## src/core/dcr_pkg.sv

```systemverilog
// Constants for the decoder control register bank, registers 7 and 9 to C.
// Assumes a 4-bit address and 4-bit data write port driven by the host.
// Behaviour
// - Reg7 low field picks status pin source.
// - Reg7 bit2 inverts DAC sample values.
// - Reg7 bit3 swaps channel order, inverts word select.
// - Reg9 selects PLL equalization, reset 0011.
// - RegA bit1 picks audio output source.
// - RegA bits2,0 encode clock accuracy level.
// - RegA both set: output off low; bit3 flags.
// - RegB selects standby/operating state and speed.
// - RegC bit0 selects external off-track input.
// - RegC bit1 kill type; bit2 drives pin three.
// - RegC bit3 selects soft or hard mute.
// - Reset loads every field's initial value.
// - Writes land only when shadow select is 00.
package dcr_pkg;
    // ************************************************************
    // Register offsets.
    // ************************************************************
    localparam logic [3:0] DCR_OFS_DAC_STATUS = 4'h7;
    localparam logic [3:0] DCR_OFS_PLL_EQ = 4'h9;
    localparam logic [3:0] DCR_OFS_AUDIO_OUT = 4'hA;
    localparam logic [3:0] DCR_OFS_SPEED = 4'hB;
    localparam logic [3:0] DCR_OFS_PIN_KILL = 4'hC;
    // ************************************************************
    // Reset values.
    // ************************************************************
    localparam logic [3:0] DCR_RST_DAC_STATUS = 4'h0;
    localparam logic [3:0] DCR_RST_PLL_EQ = 4'h3;
    localparam logic [3:0] DCR_RST_AUDIO_OUT = 4'h2;
    localparam logic [3:0] DCR_RST_SPEED = 4'h0;
    localparam logic [3:0] DCR_RST_PIN_KILL = 4'h2;
    // ************************************************************
    // Field positions and codes.
    // ************************************************************
    localparam int DCR_BIT_DAC_INV = 2;
    localparam int DCR_BIT_CH_SWAP = 3;
    localparam int DCR_BIT_AFTER_CONCEAL = 1;
    localparam int DCR_BIT_ACC_LO = 0;
    localparam int DCR_BIT_ACC_HI = 2;
    localparam int DCR_BIT_FLAGS_IN = 3;
    localparam int DCR_BIT_EXT_OFFTRACK = 0;
    localparam int DCR_BIT_MONO_KILL = 1;
    localparam int DCR_BIT_PIN_THREE = 2;
    localparam int DCR_BIT_HARD_MUTE = 3;
    localparam logic [1:0] DCR_STAT_SERVO = 2'h0;
    localparam logic [1:0] DCR_STAT_DECODER = 2'h2;
    localparam logic [1:0] DCR_SHADOW_MAIN = 2'h0;
    localparam logic [2:0] DCR_ST_STOP = 3'h0;
    localparam logic [2:0] DCR_ST_PAUSE = 3'h2;
    localparam logic [2:0] DCR_ST_OPER = 3'h3;
    localparam logic [1:0] DCR_SPD_DOUBLE = 2'h2;
endpackage

```

## src/core/dcr_nibble_reg.sv

```systemverilog
// One 4-bit write-only control register with its own address.
// Assumes a single clock and synchronous active-high reset.
`timescale 1ns/10ps
`default_nettype none
module dcr_nibble_reg #(
    parameter logic [3:0] ADDR = 4'h0,
    parameter logic [3:0] RESET_VAL = 4'h0
) (
    input wire logic clock_i,
    input wire logic rst_i,
    input wire logic wr_en_i,
    input wire logic [3:0] addr_i,
    input wire logic [3:0] data_i,
    output logic [3:0] value_o
);
    logic [3:0] value_q;

    // The whole nibble is replaced at once, so no half-written code is ever seen.
    always_ff @(posedge clock_i) begin
        if (rst_i) begin
            value_q <= RESET_VAL;
        end else if (wr_en_i && addr_i == ADDR) begin
            value_q <= data_i;
        end
    end

    assign value_o = value_q;
endmodule
`default_nettype wire

```

## src/core/dcr_regs.sv

```systemverilog
// Decoder control register bank for registers 7 and 9 to C, with decoded controls.
// Assumes the host write strobe, address and data are synchronous to clock_i.
`timescale 1ns/10ps
`default_nettype none
module dcr_regs (
    input wire logic clock_i,
    input wire logic rst_i,
    input wire logic wr_en_i,
    input wire logic [3:0] wr_addr_i,
    input wire logic [3:0] wr_data_i,
    input wire logic [1:0] shadow_bank_select_i,
    input wire logic servo_irq_i,
    input wire logic decoder_status_i,
    input wire logic off_track_internal_i,
    input wire logic off_track_input_pin_i,
    input wire logic [15:0] dac_sample_i,
    input wire logic word_select_i,
    input wire logic audio_pre_conceal_i,
    input wire logic audio_post_conceal_i,
    output logic status_pin_o,
    output logic [15:0] dac_sample_o,
    output logic word_select_o,
    output logic right_first_o,
    output logic [3:0] pll_eq_code_o,
    output logic audio_out_o,
    output logic audio_out_enable_o,
    output logic [1:0] clock_accuracy_level_o,
    output logic insert_error_flags_o,
    output logic stop_standby_state_o,
    output logic pause_standby_state_o,
    output logic operating_state_o,
    output logic double_speed_o,
    output logic off_track_o,
    output logic off_track_pin_status_o,
    output logic mono_kill_o,
    output logic general_output_pin_three_o,
    output logic hard_mute_variant_o
);
    // ************************************************************
    // Register storage.
    // ************************************************************
    // Write strobe that only fires while the main bank is selected.
    logic main_wr;
    // Raw register nibbles, one per address.
    logic [3:0] dac_status_r;
    logic [3:0] pll_eq_r;
    logic [3:0] audio_r;
    logic [3:0] speed_r;
    logic [3:0] pin_kill_r;
    // Registered copies of the data paths, and the combinational audio off decode.
    logic [15:0] dac_sample_q;
    logic word_select_q;
    logic status_pin_q;
    logic audio_out_q;
    logic off_track_q;
    logic off_track_pin_q;
    logic audio_off;

    // While a shadow bank is selected, the main bank ignores every address.
    assign main_wr = wr_en_i && (shadow_bank_select_i == dcr_pkg::DCR_SHADOW_MAIN);

    // Status pin source, DAC polarity and channel order.
    dcr_nibble_reg #(
        .ADDR(dcr_pkg::DCR_OFS_DAC_STATUS),
        .RESET_VAL(dcr_pkg::DCR_RST_DAC_STATUS)
    ) u_reg7 (
        .clock_i(clock_i),
        .rst_i(rst_i),
        .wr_en_i(main_wr),
        .addr_i(wr_addr_i),
        .data_i(wr_data_i),
        .value_o(dac_status_r)
    );

    // Bit clock regenerator equalization code.
    dcr_nibble_reg #(
        .ADDR(dcr_pkg::DCR_OFS_PLL_EQ),
        .RESET_VAL(dcr_pkg::DCR_RST_PLL_EQ)
    ) u_reg9 (
        .clock_i(clock_i),
        .rst_i(rst_i),
        .wr_en_i(main_wr),
        .addr_i(wr_addr_i),
        .data_i(wr_data_i),
        .value_o(pll_eq_r)
    );

    // Digital audio output source, accuracy level and flag insertion.
    dcr_nibble_reg #(
        .ADDR(dcr_pkg::DCR_OFS_AUDIO_OUT),
        .RESET_VAL(dcr_pkg::DCR_RST_AUDIO_OUT)
    ) u_rega (
        .clock_i(clock_i),
        .rst_i(rst_i),
        .wr_en_i(main_wr),
        .addr_i(wr_addr_i),
        .data_i(wr_data_i),
        .value_o(audio_r)
    );

    // Standby or operating state and disc speed.
    dcr_nibble_reg #(
        .ADDR(dcr_pkg::DCR_OFS_SPEED),
        .RESET_VAL(dcr_pkg::DCR_RST_SPEED)
    ) u_regb (
        .clock_i(clock_i),
        .rst_i(rst_i),
        .wr_en_i(main_wr),
        .addr_i(wr_addr_i),
        .data_i(wr_data_i),
        .value_o(speed_r)
    );

    // Off-track source, kill type, pin three level and mute type.
    dcr_nibble_reg #(
        .ADDR(dcr_pkg::DCR_OFS_PIN_KILL),
        .RESET_VAL(dcr_pkg::DCR_RST_PIN_KILL)
    ) u_regc (
        .clock_i(clock_i),
        .rst_i(rst_i),
        .wr_en_i(main_wr),
        .addr_i(wr_addr_i),
        .data_i(wr_data_i),
        .value_o(pin_kill_r)
    );

    // ************************************************************
    // Status pin and DAC path.
    // ************************************************************

    // Unlisted low-field codes fall back to the servo interrupt, a safe default.
    // A change of source shows on the pin one cycle after the write lands.
    always_ff @(posedge clock_i) begin
        if (rst_i) begin
            status_pin_q <= 1'b0;
        end else if (dac_status_r[1:0] == dcr_pkg::DCR_STAT_DECODER) begin
            status_pin_q <= decoder_status_i;
        end else begin
            status_pin_q <= servo_irq_i;
        end
    end

    // Sample polarity and word select are registered so the DAC sees clean data.
    always_ff @(posedge clock_i) begin
        if (rst_i) begin
            dac_sample_q <= 16'h0000;
            word_select_q <= 1'b0;
        end else begin
            dac_sample_q <= dac_status_r[dcr_pkg::DCR_BIT_DAC_INV] ? ~dac_sample_i : dac_sample_i;
            word_select_q <= word_select_i ^ dac_status_r[dcr_pkg::DCR_BIT_CH_SWAP];
        end
    end

    // Registered values leave the block as they are.
    assign status_pin_o = status_pin_q;
    assign dac_sample_o = dac_sample_q;
    assign word_select_o = word_select_q;
    // Plain register bits, seen by the core one cycle after the write.
    assign right_first_o = dac_status_r[dcr_pkg::DCR_BIT_CH_SWAP];
    assign pll_eq_code_o = pll_eq_r;

    // ************************************************************
    // Digital audio output.
    // ************************************************************
    // Both accuracy bits set is the off code, not a fourth accuracy level.
    assign audio_off = audio_r[dcr_pkg::DCR_BIT_ACC_HI] & audio_r[dcr_pkg::DCR_BIT_ACC_LO];

    // The output is forced low when switched off, rather than left floating.
    always_ff @(posedge clock_i) begin
        if (rst_i) begin
            audio_out_q <= 1'b0;
        end else if (audio_off) begin
            audio_out_q <= 1'b0;
        end else if (audio_r[dcr_pkg::DCR_BIT_AFTER_CONCEAL]) begin
            audio_out_q <= audio_post_conceal_i;
        end else begin
            audio_out_q <= audio_pre_conceal_i;
        end
    end

    // Enable and level follow the register directly, with no extra delay.
    assign audio_out_o = audio_out_q;
    assign audio_out_enable_o = ~audio_off;
    // Level code: 0 = level II, 1 = level I, 2 = level III, 3 = off.
    assign clock_accuracy_level_o = {audio_r[dcr_pkg::DCR_BIT_ACC_HI], audio_r[dcr_pkg::DCR_BIT_ACC_LO]};
    // Flag insertion means nothing while the output is off, so it is masked there.
    assign insert_error_flags_o = audio_r[dcr_pkg::DCR_BIT_FLAGS_IN] & ~audio_off;

    // ************************************************************
    // Speed, standby and pin control.
    // ************************************************************
    // One compare serves all three decodes of the state field.
    function automatic logic state_is(input logic [3:0] reg_v, input logic [2:0] code);
        return reg_v[2:0] == code;
    endfunction

    // Unlisted state codes decode to none of the three, so the core sees no state.
    assign stop_standby_state_o = state_is(speed_r, dcr_pkg::DCR_ST_STOP);
    assign pause_standby_state_o = state_is(speed_r, dcr_pkg::DCR_ST_PAUSE);
    assign operating_state_o = state_is(speed_r, dcr_pkg::DCR_ST_OPER);
    assign double_speed_o = speed_r[3:2] == dcr_pkg::DCR_SPD_DOUBLE;

    // The pin is sampled so status reads never see it change mid-cycle.
    always_ff @(posedge clock_i) begin
        if (rst_i) begin
            off_track_q <= 1'b0;
            off_track_pin_q <= 1'b0;
        end else begin
            off_track_pin_q <= off_track_input_pin_i;
            off_track_q <= pin_kill_r[dcr_pkg::DCR_BIT_EXT_OFFTRACK] ? off_track_input_pin_i
                                                                       : off_track_internal_i;
        end
    end

    // The chosen off-track source reaches the servo one cycle after it moves.
    assign off_track_o = off_track_q;
    assign off_track_pin_status_o = off_track_pin_q;
    // Kill type and pin three level are single register bits.
    assign mono_kill_o = pin_kill_r[dcr_pkg::DCR_BIT_MONO_KILL];
    assign general_output_pin_three_o = pin_kill_r[dcr_pkg::DCR_BIT_PIN_THREE];
    // Soft mute is only valid at single speed; the user must pick hard mute otherwise.
    assign hard_mute_variant_o = pin_kill_r[dcr_pkg::DCR_BIT_HARD_MUTE];
endmodule
`default_nettype wire

```

## config.mk

```make
export PLATFORM = sky130hd
export DESIGN_NAME = dcr_regs
export DESIGN_NICKNAME = d
export VERILOG_FILES = /design/src/core/dcr_pkg.sv /design/src/core/dcr_nibble_reg.sv /design/src/core/dcr_regs.sv
export SDC_FILE = /design/constraint.sdc
export NUM_CORES = 1
export LEC_CHECK = 0
export BUFFER_PORTS_ARGS = -buffer_cell sky130_fd_sc_hd__buf_2
export CAP_MARGIN = 20
export CORE_MARGIN = 8
export CORE_UTILIZATION = 45
export CTS_CLUSTER_DIAMETER = 50
export DETAILED_ROUTE_END_ITERATION = 8
export GPL_TIMING_DRIVEN = 0
export PLACE_DENSITY = 0.88
export SYNTH_ARGS = -nofsm -noshare
export SYNTH_HDL_FRONTEND = slang
export SYNTH_SLANG_ARGS = --single-unit
```

## constraint.sdc

```tcl
create_clock -name clock_i -period 2.1 [get_ports clock_i]
set_input_delay 0.525 -clock clock_i [delete_from_list [all_inputs] [get_ports clock_i]]
set_output_delay 0.525 -clock clock_i [all_outputs]
set_load 0.1 [all_outputs]
```

==> impl_results.rst <==
.. list-table::
   :header-rows: 1

   * - Metric
     - Value
   * - Drc violations
     - 0
   * - Power density relative to cell area
     - 743.3 nW/um^2
   * - Hold-fix buffer count after cts
     - 0
   * - Worst hold-check slack
     - ~0.41 ns
   * - Number of diodes added for antenna fixing
     - 0
   * - Maximum fanout along the worst path
     - 4
   * - Chip Width
     - 76.33 um
   * - Standard-cell rows
     - 22
   * - RSZ-0062 raised after global routing
     - false
   * - Proportion of register bits with asynchronous set or reset after synthesis
     - 0%
   * - Count of nets left with antenna violations after detail routing
     - 0
   * - Fraction of final layout cells sized beyond drive strength 1
     - 41.03%
   * - Upper clock frequency limit
     - 529.3 MHz
   * - Final Wtd Congestion
     - 0.8265
   * - GRT overflow
     - 0
   * - Hold Crit Start
     - dac_sample_i[2]
   * - Routed len/inst
     - approximately 13 um
   * - Critical Path Start
     - u_rega.value_o[2]$_SDFFE_PP0P_
   * - Number of buffers added for setup after CTS
     - 0
   * - Run status
     - finished clean
   * - Initial antenna violation count
     - 0
   * - CP max-delay cell
     - sky130_fd_sc_hd__buf_2
   * - Capturing element type of the critical path
     - primary output
   * - Placed instance count
     - 275
   * - Buf/Inv on CP
     - 1
   * - Finished Layout Cells
     - between 200 and 300
   * - Largest delay contributor family on the critical path
     - buffers and inverters
   * - Worst R2R Setup Slack
     - 1.00 ns
   * - Post-route minimum period
     - around 1.9 ns
   * - Clock Tree Root
     - sky130_fd_sc_hd__clkbuf_4
   * - Highest cell delay on the worst timing path
     - 0.42 ns
   * - Worst endpoint required time
     - 1.57 ns
   * - Number of max-capacitance violations reported
     - 0
   * - Die outline area
     - 5826 sq um
   * - Worst reg2reg startpoint
     - u_reg7.value_o[2]$_SDFFE_PP0P_
   * - Count of final max-slew check failures
     - 0
   * - Worst vdd rail ir drop
     - 407.4 uV
   * - Area growth syn-to-layout
     - 30.94%
   * - Synthesized net count
     - roughly 190
   * - Vertical extent of the die
     - about 76 um
   * - Share of the synthesized area in the top cell type
     - 50.11%
   * - Worst hold path stage count
     - 3
   * - Violation count after the first detailed-route iteration
     - 58
   * - Clock slew at reported path FFs
     - 0.12 ns
   * - Leakage
     - 1.067 nW
   * - Number of buffers added by the clock tree synthesis step
     - 5
   * - Final Setup Violations
     - 0
   * - Critical Setup Path Class
     - flop to primary output
   * - Commonest non-fill, non-tap cell in the layout
     - sky130_fd_sc_hd__buf_2
   * - Cells along the critical path
     - nand2_2 > and2_2 > buf_2
   * - Number of port buffers
     - 71
   * - Data arrival time of the critical path
     - around 1.4 ns
   * - Number of H-tree levels
     - 2
   * - R2R depth
     - 4
   * - Max-Slew Margin vs Limit
     - 66.92%
   * - Transition time at the pin with the least slew margin
     - 0.4996 ns
   * - Final #Nets
     - 270
   * - Largest net degree at the start of global routing
     - 13
   * - Area leader, netlist
     - sky130_fd_sc_hd__dfxtp_1
   * - Via count
     - around 1300
   * - Most frequent cells in the layout
     - 74 x sky130_fd_sc_hd__buf_2, 41 x sky130_fd_sc_hd__dfxtp_1, 26 x sky130_fd_sc_hd__nor2_1
   * - Final cycle utilization of the critical path
     - 89.96%
   * - Global-route wire length before repair
     - between 6 and 7 mm
   * - Cell depth of the worst setup path
     - 3
   * - Combined global-route utilization of all metal layers
     - 13.09%
   * - Number of instances in the synthesized netlist
     - 156
   * - Via density per instance
     - roughly 4.6
   * - Combined area of all synthesized cells
     - 1638 sq um
   * - Post-synthesis sequential element count
     - 41
   * - Mean instance size in the synthesized netlist
     - 10.50 sq um
   * - Maximum number of buffers from clock root to sink
     - 2
   * - Number of enable flip-flop cells after synthesis
     - 0
   * - Setup skew after layout
     - about 0.0085 ns
   * - Worst min-delay path class
     - input pin to flop
   * - Final hold violation count
     - 0
   * - IO Pins
     - between 70 and 80
   * - Most used flip-flop cell after synthesis
     - sky130_fd_sc_hd__dfxtp_1
   * - Worst min-delay path endpoint
     - dac_sample_o[2]$_SDFF_PP0_
   * - Final routed wirelength across all metal layers
     - 3.716 mm
   * - Critical path startpoint category
     - flop
   * - Number of cells upsized or downsized after cts
     - 0
   * - 1st-pass router iterations
     - 4
   * - Core box area
     - ~3600 sq um
   * - Half-perimeter wire length after detailed placement
     - 2.952 mm
   * - Worst flop-to-flop path endpoint
     - dac_sample_o[11]$_SDFF_PP0_
   * - Count of distinct cell types in the synthesized netlist
     - 22
   * - Starting Density
     - 45.77%
   * - Top cells by area in the synthesized netlist
     - sky130_fd_sc_hd__dfxtp_1 50%, sky130_fd_sc_hd__mux2i_1 14%, sky130_fd_sc_hd__xnor2_1 9.1%
   * - Number of global-route vias before repair
     - 1363
   * - Worst skew pair latency
     - 0.34 ns
   * - Num Clock Sinks
     - 41
   * - CTS tree
     - done
   * - Warnings from Yosys
     - 0
   * - Sequential area share after synthesis
     - 50.11%
==> kinds of logic after synthesis <==
| logic type | Yosys count | share of synthesized area [%] |
|---|---|---|
| buffers and inverters | 10 | 3.666 |
| AND/OR/NAND/NOR | 64 | 22.61 |
| AO/OA/AOI/OAI | 1 | 0.4585 |
| XOR/XNOR | 17 | 9.091 |
| flip-flops | 41 | 50.11 |
| multiplexers | 23 | 14.06 |
==> registers in the layout, summed over array words and instances, names as in the netlist <==
signal                  flops
u_rega.value_o              4
u_reg9.value_o              4
u_reg7.value_o              4
off_track_o                 1
u_regc.value_o              4
u_regb.value_o              4
word_select_o               1
status_pin_o                1
audio_out_o                 1
dac_sample_o               16
off_track_pin_status_o      1
==> cells in the mapped netlist (2+ instances only) <==
cell and instances:
sky130_fd_sc_hd__xnor2_1 17, sky130_fd_sc_hd__nor2_1 27, sky130_fd_sc_hd__clkbuf_1 3, sky130_fd_sc_hd__nand4b_2 2
sky130_fd_sc_hd__mux2i_1 23, sky130_fd_sc_hd__buf_4 3, sky130_fd_sc_hd__dfxtp_1 41, sky130_fd_sc_hd__nand2b_1 20
sky130_fd_sc_hd__buf_2 3, sky130_fd_sc_hd__nor2b_1 4, sky130_fd_sc_hd__nand2_1 2
==> power breakdown <==
group / internal (mW) / switching [mW]
Clock: 0.243 / 0.246
Combinational: 0.0715 / 0.228
Sequential: 0.801 / 0.00567
==> cell type report <==
type	count	area, sq um
repair buffers	71	355.3
clock inverters	2	35.03
fillers	332	1434
flip-flops and latches	41	820.8
plain buffers	10	60.06
clock buffers	5	37.54
multi-input cells	105	775.7
well taps	48	60.06
==> per-stage QoR <==
stage | TNS [ns] | power [mW] | cell area, sq um | utilization, % | setup WS [ns]
after global placement | 0 | 1.122 | 2072 | 57.90 | 0.5110
final | 0 | 1.594 | 2145 | 59.93 | 0.2107
after floorplan | -0.002532 | 1.051 | 1657 | - | -0.002532
after detailed placement | 0 | 1.126 | 2072 | 57.90 | 0.4907
after CTS | 0 | 1.606 | 2145 | 59.93 | 0.2045
after global routing | 0 | 1.653 | 2145 | 59.93 | 0.1455
==> worst max-delay path by stage <==
stage	to	slack, ns
global route	pause_standby_state_o	0.15
CTS	pause_standby_state_o	0.20
detailed placement	u_regc.value_o[2]$_SDFFE_PP0P_	0.49
floorplan	pause_standby_state_o	-0.003
global placement	u_regc.value_o[0]$_SDFFE_PP0P_	0.51
finish	insert_error_flags_o	0.21
==> worst register-to-register path, stage by stage, from the launching register on <==
cell,delay [ns]
sky130_fd_sc_hd__dfxtp_1,0.33
sky130_fd_sc_hd__buf_2,0.23
sky130_fd_sc_hd__buf_4,0.25
sky130_fd_sc_hd__xnor2_1,0.13
sky130_fd_sc_hd__nor2_1,0.06
==> layer usage <==
layer,up-vias,share of wire (%),GRT usage [%],wire length [um]
met5,-,0,0,0
met4,0,1.7,5.769,63
met3,6,7.1,5.542,262
met2,37,50,22.79,1853
met1,588,41,13.32,1536
li1,657,-,-,-
(Power assumes the default switching activity.)
